$ cat config.mk
export PLATFORM = sky130hd
export DESIGN_NAME = sacc_top
export DESIGN_NICKNAME = d
export VERILOG_FILES = /design/src/rtl/sacc_pkg.sv /design/src/rtl/sacc_sync.sv /design/src/rtl/sacc_top.sv
export SDC_FILE = /design/constraint.sdc
export NUM_CORES = 1
export LEC_CHECK = 0
export BUFFER_PORTS_ARGS = -buffer_cell sky130_fd_sc_hd__buf_2
export CAP_MARGIN = 20
export CORE_UTILIZATION = 51
export CTS_CLUSTER_DIAMETER = 100
export DETAILED_ROUTE_END_ITERATION = 6
export HOLD_SLACK_MARGIN = 0.05
export PLACE_DENSITY = 0.75
export SLEW_MARGIN = 15
export SYNTH_ARGS = -nofsm -noshare
export SYNTH_HDL_FRONTEND = slang
export SYNTH_SLANG_ARGS = --single-unit
$ cat constraint.sdc
create_clock -name CORE_CLK -period 2.25 [get_ports CORE_CLK]
set_clock_uncertainty 0.15 [all_clocks]
set_input_delay 0 -clock CORE_CLK [delete_from_list [all_inputs] [get_ports CORE_CLK]]
set_output_delay 0 -clock CORE_CLK [all_outputs]
set_load 0.01 [all_outputs]
$ cat src/rtl/sacc_pkg.sv
package sacc_pkg;

  // Bus timing and conversion figures.
  localparam int CLK_PERIOD_NS      = 10;
  localparam int THROUGHPUT_NS      = 3000;
  localparam int BUSY_DELAY_MAX_NS  = 80;
  localparam int DATA_SETUP_MIN_NS  = 32;
  localparam int CONV_TIME_NS       = 2450;
  localparam int SAR_BITS           = 16;

  // Cycle counts derived from the figures above.
  localparam int BUSY_DELAY_CYC     = (BUSY_DELAY_MAX_NS / CLK_PERIOD_NS) < 1 ? 1 :
                                      (BUSY_DELAY_MAX_NS / CLK_PERIOD_NS);
  localparam int DATA_SETUP_CYC     = (DATA_SETUP_MIN_NS + CLK_PERIOD_NS - 1) / CLK_PERIOD_NS;
  localparam int CONV_CYC           = CONV_TIME_NS / CLK_PERIOD_NS;
  localparam int THROUGHPUT_CYC     = THROUGHPUT_NS / CLK_PERIOD_NS;
  localparam int BIT_CYC            = CONV_CYC / SAR_BITS;
  localparam int CNT_W              = 10;

  localparam logic [15:0] RESULT_RST = 16'h0000;
  localparam logic [CNT_W-1:0] CNT_ZERO = 10'h000;

  typedef enum logic [1:0]
  {
    ST_IDLE    = 2'b00,
    ST_CONVERT = 2'b01,
    ST_SETTLE  = 2'b10
  } sacc_state_t;

endpackage : sacc_pkg

$ cat src/rtl/sacc_sync.sv
`timescale 1ns/100ps
`default_nettype none

// Three-stage synchroniser; the output changes only once stages two and three agree.
module sacc_sync
(
  input  wire logic clk,   // Core clock.
  input  wire logic rst_n, // Asynchronous reset, active low.
  input  wire logic din,   // Asynchronous input.
  output var  logic dout   // Filtered synchronous level.
);

  logic [2:0] stg_q;
  logic [2:0] stg_d;
  logic       out_q;
  logic       out_d;

  always_comb
  begin
    stg_d = {stg_q[1:0], din};
    out_d = (stg_q[1] == stg_q[2]) ? stg_q[2] : out_q;
  end

  always_ff @(posedge clk or negedge rst_n)
  begin
    if (!rst_n)
    begin
      stg_q <= 3'h7;
      out_q <= 1'b1;
    end
    else
    begin
      stg_q <= stg_d;
      out_q <= out_d;
    end
  end

  assign dout = out_q;

endmodule : sacc_sync

`default_nettype wire

$ cat src/rtl/sacc_top.sv
// Behaviour
// - A falling conv_start_n with chip select low and power_down_n high starts a conversion and samples.
// - Acquisition plus conversion completes within 3 us for back-to-back starts.
// - Busy output goes low within 80 ns of the start edge.
// - The new result is on the latch at least 32 ns before busy rises.
// - Result outputs float whenever chip select is high.
// - Busy is low for the whole conversion and high otherwise.
// - Result outputs drive only while read and chip select are both low.
// - power_down_n low means shutdown: nap with select low, sleep with it high.
// - Start edges during a conversion are ignored; no restart.
`timescale 1ns/100ps
`default_nettype none

module sacc_top
(
  input  wire logic        CORE_CLK,       // Core clock, 100 MHz.
  input  wire logic        NRST,           // Asynchronous reset, active low.
  input  wire logic        CS_N,           // Chip select pin, active low.
  input  wire logic        RD_N,           // Read pin, active low.
  input  wire logic        CONV_START_N,   // Convert start pin, active low.
  input  wire logic        POWER_DOWN_N,   // Power down pin, active low.
  input  wire logic        COMP_IN,        // Comparator decision from the analog core.
  output var  logic        BUSY_N,         // Status, low while converting.
  output var  logic [15:0] RESULT_BITS,    // Result bus output values.
  output var  logic [15:0] RESULT_OE,      // Result bus output enables, high drives.
  output var  logic        SAMPLE_HOLD,    // High holds the sampled input.
  output var  logic [15:0] DAC_CODE,       // Trial code for the capacitive DAC.
  output var  logic        NAP_MODE,       // Nap shutdown active.
  output var  logic        SLEEP_MODE      // Sleep shutdown active.
);

  logic cs_n_s;
  logic rd_n_s;
  logic cst_n_s;
  logic pd_n_s;
  logic comp_s;

  sacc_sync u_sync_cs  (.clk(CORE_CLK), .rst_n(NRST), .din(CS_N),         .dout(cs_n_s));
  sacc_sync u_sync_rd  (.clk(CORE_CLK), .rst_n(NRST), .din(RD_N),         .dout(rd_n_s));
  sacc_sync u_sync_cst (.clk(CORE_CLK), .rst_n(NRST), .din(CONV_START_N), .dout(cst_n_s));
  sacc_sync u_sync_pd  (.clk(CORE_CLK), .rst_n(NRST), .din(POWER_DOWN_N), .dout(pd_n_s));
  sacc_sync u_sync_cmp (.clk(CORE_CLK), .rst_n(NRST), .din(COMP_IN),      .dout(comp_s));

  sacc_pkg::sacc_state_t  state_q;
  sacc_pkg::sacc_state_t  state_d;
  logic [sacc_pkg::CNT_W-1:0] cnt_q;
  logic [sacc_pkg::CNT_W-1:0] cnt_d;
  logic [4:0]             bit_q;
  logic [4:0]             bit_d;
  logic [15:0]            sar_q;
  logic [15:0]            sar_d;
  logic [15:0]            latch_q;
  logic [15:0]            latch_d;
  logic                   cst_prev_q;
  logic                   cst_prev_d;
  logic                   busy_n_q;
  logic                   busy_n_d;
  logic [15:0]            res_q;
  logic [15:0]            res_d;
  logic [15:0]            oe_q;
  logic [15:0]            oe_d;
  logic                   hold_q;
  logic                   hold_d;
  logic                   nap_q;
  logic                   nap_d;
  logic                   sleep_q;
  logic                   sleep_d;
  logic                   start_edge;

  // Synchronised edge plus registered busy gives 5 cycles, well inside the 80 ns bound.
  assign start_edge = cst_prev_q & ~cst_n_s;

  always_comb
  begin
    state_d    = state_q;
    cnt_d      = cnt_q;
    bit_d      = bit_q;
    sar_d      = sar_q;
    latch_d    = latch_q;
    cst_prev_d = cst_n_s;
    hold_d     = hold_q;
    case (state_q)
      sacc_pkg::ST_IDLE:
      begin
        if (start_edge && !cs_n_s && pd_n_s)
        begin
          state_d = sacc_pkg::ST_CONVERT;
          hold_d  = 1'b1;
          cnt_d   = sacc_pkg::CNT_ZERO;
          bit_d   = 5'h0f;
          sar_d   = 16'h8000;
        end
      end
      sacc_pkg::ST_CONVERT:
      begin
        if (cnt_q == sacc_pkg::CNT_W'(sacc_pkg::BIT_CYC - 1))
        begin
          cnt_d = sacc_pkg::CNT_ZERO;
          sar_d[bit_q[3:0]] = comp_s;
          if (bit_q == 5'h00)
          begin
            latch_d = {sar_q[15:1], comp_s};
            state_d = sacc_pkg::ST_SETTLE;
          end
          else
          begin
            sar_d[bit_q[3:0] - 4'h1] = 1'b1;
            bit_d = bit_q - 5'h01;
          end
        end
        else
        begin
          cnt_d = cnt_q + 10'h001;
        end
      end
      sacc_pkg::ST_SETTLE:
      begin
        if (cnt_q == sacc_pkg::CNT_W'(sacc_pkg::DATA_SETUP_CYC))
        begin
          state_d = sacc_pkg::ST_IDLE;
          hold_d  = 1'b0;
          cnt_d   = sacc_pkg::CNT_ZERO;
        end
        else
        begin
          cnt_d = cnt_q + 10'h001;
        end
      end
      default:
      begin
        state_d = sacc_pkg::ST_IDLE;
        hold_d  = 1'b0;
      end
    endcase
    busy_n_d = (state_d == sacc_pkg::ST_IDLE);
    oe_d  = {16{~cs_n_s & ~rd_n_s}};
    res_d = latch_q;
    nap_d   = ~pd_n_s & ~cs_n_s;
    sleep_d = ~pd_n_s & cs_n_s;
  end

  always_ff @(posedge CORE_CLK or negedge NRST)
  begin
    if (!NRST)
    begin
      state_q    <= sacc_pkg::ST_IDLE;
      cnt_q      <= sacc_pkg::CNT_ZERO;
      bit_q      <= 5'h00;
      sar_q      <= sacc_pkg::RESULT_RST;
      latch_q    <= sacc_pkg::RESULT_RST;
      cst_prev_q <= 1'b1;
      busy_n_q   <= 1'b1;
      res_q      <= sacc_pkg::RESULT_RST;
      oe_q       <= 16'h0000;
      hold_q     <= 1'b0;
      nap_q      <= 1'b0;
      sleep_q    <= 1'b0;
    end
    else
    begin
      state_q    <= state_d;
      cnt_q      <= cnt_d;
      bit_q      <= bit_d;
      sar_q      <= sar_d;
      latch_q    <= latch_d;
      cst_prev_q <= cst_prev_d;
      busy_n_q   <= busy_n_d;
      res_q      <= res_d;
      oe_q       <= oe_d;
      hold_q     <= hold_d;
      nap_q      <= nap_d;
      sleep_q    <= sleep_d;
    end
  end

  assign BUSY_N      = busy_n_q;
  assign RESULT_BITS = res_q;
  assign RESULT_OE   = oe_q;
  assign SAMPLE_HOLD = hold_q;
  assign DAC_CODE    = sar_q;
  assign NAP_MODE    = nap_q;
  assign SLEEP_MODE  = sleep_q;

endmodule : sacc_top

`default_nettype wire

==> impl_metrics.env, run 1 <==
export IMPL_outcome="complete, no violations"
export IMPL_max_freq_ghz=0.453
export IMPL_grt_usage=0.209
export IMPL_cts_made_buffers=9
export IMPL_ir_drop_uv=407
export IMPL_final_antenna_net_count=0
export IMPL_multi_input_area_mm2=0.00155
export IMPL_cts_buffer_depth=2
export IMPL_syn_area_per_cell_um2=11.7
export IMPL_gp_congestion=0.893
export IMPL_p_clk_frac=0.343
export IMPL_p_sw_w=0.000934
export IMPL_drc=0
export IMPL_worstSetupPathType="reg2reg"
export IMPL_required_ps=2340
export IMPL_seqCellArea_mm2=0.00230
export IMPL_die_height_um=91.1
export IMPL_synth_edff_count=0
export IMPL_final_cell_mix="69 x dfrtp_1, 57 x buf_2, 39 x nand2_1"
export IMPL_synthFlopType="dfrtp_1"
export IMPL_syn_area_mm2=0.00405
export IMPL_die_area_mm2=0.00831
export IMPL_fillCellCount=610
export IMPL_arrival_ps=2290
export IMPL_die_w_um=91.1
export IMPL_grt_max_degree=40
export IMPL_final_common_cell="dfrtp_1"
export IMPL_p_int_w=0.00255
export IMPL_ys_types=49
export IMPL_wl_per_cell_um=15.1
export IMPL_netlist_instances=345
export IMPL_p_comb_frac=0.148
export IMPL_switching_share=0.268
export IMPL_power_leakage_nw=2.36
export IMPL_syn_nets=364
export IMPL_end_kind="flop"
export IMPL_h_tree_depth=3
export IMPL_drive_above_1_share=0.362
export IMPL_pwr_share_seq=0.509
export IMPL_vias=2846
export IMPL_tns_ps=0
export IMPL_ctsRootBufferMaster="clkbuf_8"
export IMPL_synth_seq_cells=91
export IMPL_max_cap_violations=0
export IMPL_totalWireLength_mm=7.90
export IMPL_syn2layout_area_growth_pct=19.5
export IMPL_clock_latency_ps=350
export IMPL_path_clk_slew_ps=90
export IMPL_cp_startpoint="cnt_q[7]"
export IMPL_cts_sinks=91
export IMPL_final_nets=437
export IMPL_slew_headroom=0.617
export IMPL_grt_setup_unrepaired="yes"
export IMPL_first_global_vias=2771
export IMPL_hp_class="in2reg"
export IMPL_viasPerCell=5.42
export IMPL_min_period_ps=2210
export IMPL_antenna_found_initial=0
export IMPL_initial_core_util=0.527
export IMPL_hold_viol=0
export IMPL_ys_seq_area_frac=0.569
export IMPL_hpwlAfterDp_mm=5.33
export IMPL_portBuffers=58
export IMPL_ys_warn_count=0
export IMPL_rows=32
export IMPL_antennaDiodeCount=0
export IMPL_grt_pass1_wl_mm=13.6
export IMPL_power_density_mw_per_mm2=719
export IMPL_finalSetupViolations=0
export IMPL_post_route_period_util=0.982
export IMPL_slew_viol_final=0
export IMPL_min_delay_start="CS_N"
export IMPL_overflow=0
export IMPL_drt_first_pass_iters=4
export IMPL_async_flop_share=1.00
export IMPL_cts_tree="yes"
export IMPL_cp_max_fo=16
export IMPL_whs_ps=128
export IMPL_tightest_slew_ps=575
export IMPL_io_pins=59
export IMPL_drt_iter0_drc=148
export IMPL_core_area_mm2=0.00769
export IMPL_critPathLaunchType="flop"
export IMPL_r2r_start="cnt_q[7]"
-- cell families after synthesis --
family,count (synthesis),share of synthesized area
muxes,19,0.0522
DFF,91,0.569
AOI/OAI and AO/OA,74,0.145
and+or+nand+nor,97,0.120
adders and majority gates,17,0.0494
buffers and inverters,45,0.0599
xor gates and xnor gates,2,0.00432
-- worst paths after layout --
check / to / slack [ps] / cells past startpoint
worst max-delay path: latch_q[15] / 40 / 5
worst min-delay path: u_sync_cs.stg_q[0] / 130 / 2
worst max register to register: latch_q[15] / 40 / 5
worst min register to register: u_sync_pd.stg_q[1] / 210 / 0
max in group asynchronous: BUSY_N / 920 / 4
min in group asynchronous: DAC_CODE[6] / 470 / 3
-- cell type report --
class | count | share of cell area
clock buffer | 11 | 0.0271
clock inverter | 5 | 0.0176
inverter | 16 | 0.0124
multi-input combinational | 210 | 0.319
sequential | 91 | 0.476
tap | 102 | 0.0264
timing repair buffer | 90 | 0.121
-- sequential cells by signal, summed over array words and instances, names as in the netlist, 2 cells and up --
signal	count
DAC_CODE	16
RESULT_BITS	16
bit_q	5
cnt_q	10
latch_q	16
state_q	2
u_sync_cmp.stg_q	3
u_sync_cs.stg_q	3
u_sync_cst.stg_q	3
u_sync_pd.stg_q	3
u_sync_rd.stg_q	3
-- cell usage after synthesis, types with 2 or more instances --
master | number | area [um2]
nor2_1 | 14 | 52.6
a21o_1 | 4 | 30.0
mux2i_1 | 2 | 20.0
xnor2_1 | 2 | 17.5
mux2_2 | 17 | 191
dfstp_2 | 22 | 578
clkbuf_1 | 9 | 33.8
buf_2 | 2 | 10.0
nand2_1 | 39 | 146
a21oi_1 | 11 | 55.1
o31ai_1 | 2 | 15.0
nand3_1 | 14 | 70.1
nand4_1 | 2 | 12.5
o21ai_0 | 5 | 25.0
buf_4 | 17 | 128
maj3_1 | 5 | 50.1
nand2b_1 | 8 | 50.1
o22a_1 | 2 | 17.5
dfrtp_1 | 69 | 1730
nor2b_1 | 3 | 18.8
o221a_2 | 2 | 22.5
a31oi_1 | 9 | 56.3
and3_1 | 7 | 43.8
o221ai_1 | 11 | 96.3
and2_1 | 2 | 12.5
nor3_1 | 2 | 10.0
inv_1 | 16 | 60.1
ha_1 | 12 | 150
a22o_1 | 15 | 131
-- power groups by stage --
stage / Clock [W] / Combinational (W) / Sequential, W
3_5_place_dp: 0 / 0.000470 / 0.00180
4_1_cts: 0.00122 / 0.000499 / 0.00177
6_report: 0.00119 / 0.000516 / 0.00177
3_3_place_gp: 0 / 0.000464 / 0.00180
2_1_floorplan: 0 / 0.000323 / 0.00180
5_1_grt: 0.00129 / 0.000573 / 0.00178
-- worst max-delay path, cell delays in order, from the launching register on --
cell     delay [ps]
dfrtp_1         410
or4_4           590
nor3_4          220
and3_4          220
buf_12          160
mux2_2          340
-- routing by layer --
metal,global-route usage,vias up,wire [um],share of wire
met5,0,-,0,0
met4,0.0728,0,93,0.012
met3,0.0343,8,285,0.036
met2,0.348,68,4010,0.51
met1,0.277,1403,3510,0.44
li1,-,1367,-,-
-- what timing repair did --
item | 4_1_cts | 5_1_grt
pin swaps | 1 | 7
hold buffers | 8 | 0
gates resized for setup | 1 | 3
buffers inserted | 0 | 4
setup endpoints to repair | 1 | 25
endpoints found under the hold margin | 80 | 0
gates cloned | 0 | 1
-- through the flow --
step	worst slack, ps	std cells	power, W	cell area (um2)	utilization
floorplan	12.0	345	0.00212	4060	-
global placement	48.3	496	0.00226	4470	0.582
detailed placement	-16.0	496	0.00227	4470	0.582
CTS	3.32	520	0.00350	4790	0.623
global route	-30.9	525	0.00365	4840	0.630
finish	41.1	525	0.00348	4840	0.630
Note: power is estimated with default switching activity, not from simulation.
==> inputs of run 2 (changes only) <==
Settings changed: CORE_UTILIZATION 51 to 53, CTS_BUF_LIST set to sky130_fd_sc_hd__clkbuf_8, PLACE_DENSITY 0.75 to 0.78.
==> impl_metrics.env, run 2 (synthesis results as in run 1) <==
export IMPL_tightest_slew_ps=638
export IMPL_tns_ps=-431
export IMPL_io_pins=59
export IMPL_initial_core_util=0.553
export IMPL_gp_congestion=0.923
export IMPL_die_height_um=89.4
export IMPL_viasPerCell=5.53
export IMPL_grt_setup_unrepaired="yes"
export IMPL_max_freq_ghz=0.427
export IMPL_cts_buffer_depth=2
export IMPL_required_ps=2340
export IMPL_end_kind="flop"
export IMPL_whs_ps=71.6
export IMPL_total_power_w=0.00350
export IMPL_ctsRootBufferMaster="clkbuf_8"
export IMPL_die_w_um=89.4
export IMPL_cts_sinks=91
export IMPL_cp_startpoint="cnt_q[6]"
export IMPL_antenna_found_initial=0
export IMPL_drt_iter0_drc=221
export IMPL_path_clk_slew_ps=90
export IMPL_cts_made_buffers=9
export IMPL_post_route_period_util=1.04
export IMPL_antennaDiodeCount=0
export IMPL_max_cap_violations=0
export IMPL_rows=31
export IMPL_grt_usage=0.209
export IMPL_critPathLaunchType="flop"
export IMPL_power_leakage_nw=2.35
export IMPL_syn2layout_area_growth_pct=17.9
export IMPL_grt_pass1_wl_mm=12.6
export IMPL_final_nets=430
export IMPL_setup_ws_ps=-90.5
export IMPL_hold_viol=0
export IMPL_vias=2847
export IMPL_wl_per_cell_um=14.9
export IMPL_r2r_start="cnt_q[6]"
export IMPL_final_antenna_net_count=0
export IMPL_drt_first_pass_iters=4
export IMPL_crit_end="cnt_q[6]"
export IMPL_die_area_mm2=0.00800
export IMPL_clock_latency_ps=350
export IMPL_reg2reg_slack_ps=-90
export IMPL_arrival_ps=2440
export IMPL_totalWireLength_mm=7.66
export IMPL_multi_input_area_mm2=0.00154
export IMPL_ir_drop_uv=411
export IMPL_power_density_mw_per_mm2=732
export IMPL_seqCellArea_mm2=0.00230
export IMPL_fillCellCount=547
export IMPL_h_tree_depth=3
export IMPL_final_common_cell="dfrtp_1"
export IMPL_overflow=0
export IMPL_drive_above_1_share=0.358
export IMPL_outcome="finished, violations left"
export IMPL_violations="setup timing"
export IMPL_cp_max_fo=4
export IMPL_final_cell_mix="69 x dfrtp_1, 57 x buf_2, 38 x nand2_1"
export IMPL_core_area_mm2=0.00733
export IMPL_slew_viol_final=0
export IMPL_rr_endpoint="cnt_q[6]"
export IMPL_hp_class="in2async"
export IMPL_pre_cts_slack_ps=-35.4
export IMPL_r2r_cells=5
export IMPL_portBuffers=58
export IMPL_worstSetupPathType="reg2reg"
export IMPL_finalSetupViolations=11
export IMPL_post_route_util=0.652
export IMPL_cts_tree="yes"
export IMPL_slew_headroom=0.575
export IMPL_min_period_ps=2340
export IMPL_drc=0
export IMPL_first_global_vias=2579
export IMPL_hpwlAfterDp_mm=5.27
export IMPL_grt_max_degree=53
==> run 2: cell type report <==
| cell class | count | area share |
|---|---|---|
| Multi-Input combinational cell | 209 | 0.321 |
| Tap cell | 99 | 0.0259 |
| Inverter | 16 | 0.0126 |
| Clock inverter | 7 | 0.0207 |
| Timing Repair Buffer | 84 | 0.111 |
| Clock buffer | 9 | 0.0259 |
| Sequential cell | 91 | 0.482 |
==> run 2: worst min-delay path by stage <==
stage / to / slack [ps] / cells after the start
after floorplan: DAC_CODE[0] / -450 / 0
after global placement: RESULT_BITS[14] / -90 / 1
after detailed placement: RESULT_BITS[13] / -80 / 1
after CTS: RESULT_BITS[13] / 80 / 2
after global routing: RESULT_BITS[14] / 120 / 2
final: RESULT_BITS[13] / 70 / 2
==> run 2: stage by stage <==
step / area (um2) / cells
5_1_grt: 4780 / 515
4_1_cts: 4740 / 513
2_1_floorplan: 4060 / 345
3_5_place_dp: 4450 / 491
6_report: 4780 / 515
3_3_place_gp: 4450 / 491
==> run 2: where the power goes <==
part | total [W] | internal, W | switching, W
combinational | 0.000521 | 0.000197 | 0.000324
clock | 0.00121 | 0.000636 | 0.000573
sequential | 0.00177 | 0.00172 | 0.0000484
total | 0.00350 | 0.00255 | 0.000946
==> run 2: layer usage <==
metal	up-vias	global-route usage	wire [um]
li1	1352	-	-
met1	1381	0.299	3580
met2	100	0.324	3590
met3	14	0.0277	352
met4	0	0.0880	130
met5	-	0	0
==> run 2: critical path, cell delays in order, from the launching register on <==
cell     delay (ps)
dfrtp_1         400
or4_4           610
o41ai_4         540
a21oi_2         140
a21o_1          180
a22o_1          210
==> run 2: repair_timing <==
item / 4_1_cts / 5_1_grt
pin swaps: 0 / 6
hold buffers: 6 / 0
setup endpoints to repair: 2 / 36
hold endpoints to repair: 75 / 0
setup buffers: 0 / 2
resized for setup: 1 / 7
==> inputs of run 3 (changes only) <==
Settings changed: PLACE_DENSITY 0.78 to not set, PLACE_DENSITY_LB_ADDON set to 0.3, SKIP_LAST_GASP set to 1.
==> impl_metrics.env, run 3 (synthesis results as in run 1) <==
export IMPL_io_pins=59
export IMPL_ctsRootBufferMaster="clkbuf_8"
export IMPL_die_height_um=89.4
export IMPL_power_density_mw_per_mm2=707
export IMPL_hold_viol=0
export IMPL_required_ps=2350
export IMPL_initial_core_util=0.553
export IMPL_gp_congestion=0.951
export IMPL_die_w_um=89.4
export IMPL_drive_above_1_share=0.353
export IMPL_overflow=0
export IMPL_tightest_slew_ps=638
export IMPL_end_kind="flop"
export IMPL_multi_input_area_mm2=0.00153
export IMPL_grt_usage=0.215
export IMPL_drt_iter0_drc=236
export IMPL_rr_endpoint="cnt_q[6]"
export IMPL_worstSetupPathType="reg2reg"
export IMPL_r2r_cells=6
export IMPL_cpMaxStageDelayCell="or4_4"
export IMPL_totalWireLength_mm=7.89
export IMPL_final_cells=518
export IMPL_max_stage_delay_ps=590
export IMPL_slew_headroom=0.575
export IMPL_power_leakage_nw=2.34
export IMPL_die_area_mm2=0.00800
export IMPL_portBuffers=58
export IMPL_antenna_found_initial=0
export IMPL_final_common_cell="dfrtp_1"
export IMPL_cts_tree="yes"
export IMPL_critPathLaunchType="flop"
export IMPL_arrival_ps=2260
export IMPL_cts_made_buffers=9
export IMPL_clock_latency_ps=350
export IMPL_cts_buffer_depth=2
export IMPL_hp_class="in2async"
export IMPL_h_tree_depth=3
export IMPL_vias=2857
export IMPL_max_freq_ghz=0.463
export IMPL_syn2layout_area_growth_pct=17.6
export IMPL_finalSetupViolations=0
export IMPL_drc=0
export IMPL_rows=31
export IMPL_wl_per_cell_um=15.2
export IMPL_slew_viol_final=0
export IMPL_antennaDiodeCount=0
export IMPL_cp_max_fo=4
export IMPL_ir_drop_uv=516
export IMPL_grt_setup_unrepaired="no"
export IMPL_min_period_ps=2160
export IMPL_seqCellArea_mm2=0.00230
export IMPL_numPlacedInstances=495
export IMPL_fillCellCount=600
export IMPL_viasPerCell=5.52
export IMPL_grt_max_degree=49
export IMPL_whs_ps=55.3
export IMPL_final_antenna_net_count=0
export IMPL_core_area_mm2=0.00733
export IMPL_cts_sinks=91
export IMPL_max_cap_violations=0
export IMPL_hpwlAfterDp_mm=5.58
export IMPL_r2r_start="cnt_q[7]"
export IMPL_final_nets=433
export IMPL_drt_first_pass_iters=5
export IMPL_grt_pass1_wl_mm=12.7
export IMPL_final_cell_mix="69 x dfrtp_1, 57 x buf_2, 39 x nand2_1"
export IMPL_tns_ps=0
export IMPL_worstPathCellList="or4_4 -> o31ai_1 -> buf_4 -> a21oi_2 -> a21o_1 -> a22o_1"
export IMPL_post_route_period_util=0.960
export IMPL_reg2reg_slack_ps=90
export IMPL_total_power_w=0.00337
export IMPL_first_global_vias=2565
export IMPL_outcome="complete, no violations"
export IMPL_path_clk_slew_ps=90
[run 3: metrics by stage]
stage          setup WS, ps  area, um2  utilization
2_1_floorplan          12.0       4060            -
3_3_place_gp           27.4       4480        0.612
3_5_place_dp          -16.7       4480        0.612
4_1_cts                15.3       4750        0.648
5_1_grt                2.43       4760        0.650
6_report               90.1       4760        0.650
[run 3: worst max-delay path by stage]
| stage | startpoint | end | slack, ps | depth (start not counted) |
|---|---|---|---|---|
| floorplan | cnt_q[5] | latch_q[10] | 10 | 6 |
| global placement | cnt_q[7] | cnt_q[9] | 30 | 5 |
| detailed placement | cnt_q[7] | cnt_q[9] | -20 | 5 |
| CTS | cnt_q[7] | bit_q[4] | 20 | 5 |
| global route | state_q[1] | bit_q[4] | 2 | 7 |
| finish | cnt_q[7] | cnt_q[6] | 90 | 6 |
[run 3: per-layer routing]
| metal | global-route usage | up-vias | wire length (um) |
|---|---|---|---|
| li1 | - | 1359 | - |
| met1 | 0.317 | 1366 | 3660 |
| met2 | 0.321 | 123 | 3620 |
| met3 | 0.0480 | 9 | 537 |
| met4 | 0.0606 | 0 | 78 |
| met5 | 0 | - | 0 |
[run 3: what timing repair did]
item,CTS,global route
hold buffers,6,0
resized for setup,1,3
buffers inserted,1,0
hold endpoints to repair,75,0
pin swaps,2,1
setup endpoints to repair,4,22
[run 3: where the power goes]
group	leakage, nW	total, W	switching (W)	internal [W]
Combinational	1.07	0.000528	0.000327	0.000201
Clock	0.103	0.00108	0.000565	0.000512
Sequential	1.16	0.00176	0.0000430	0.00172
Total	2.34	0.00337	0.000935	0.00243
[run 3: cell type report]
type / count / share of cell area
Inverter: 16 / 0.0126
Clock inverter: 7 / 0.0142
Multi-Input combinational cell: 209 / 0.322
Clock buffer: 9 / 0.0260
Timing Repair Buffer: 87 / 0.116
Tap cell: 99 / 0.0260
Sequential cell: 91 / 0.484
[run 3: critical path: cells and delay by family, from the launching register on]
family | cells | cell delay (ps)
AOI/OAI and AO/OA | 4 | 720
and+or+nand+nor | 1 | 590
DFF | 1 | 410
buffers and inverters | 1 | 180
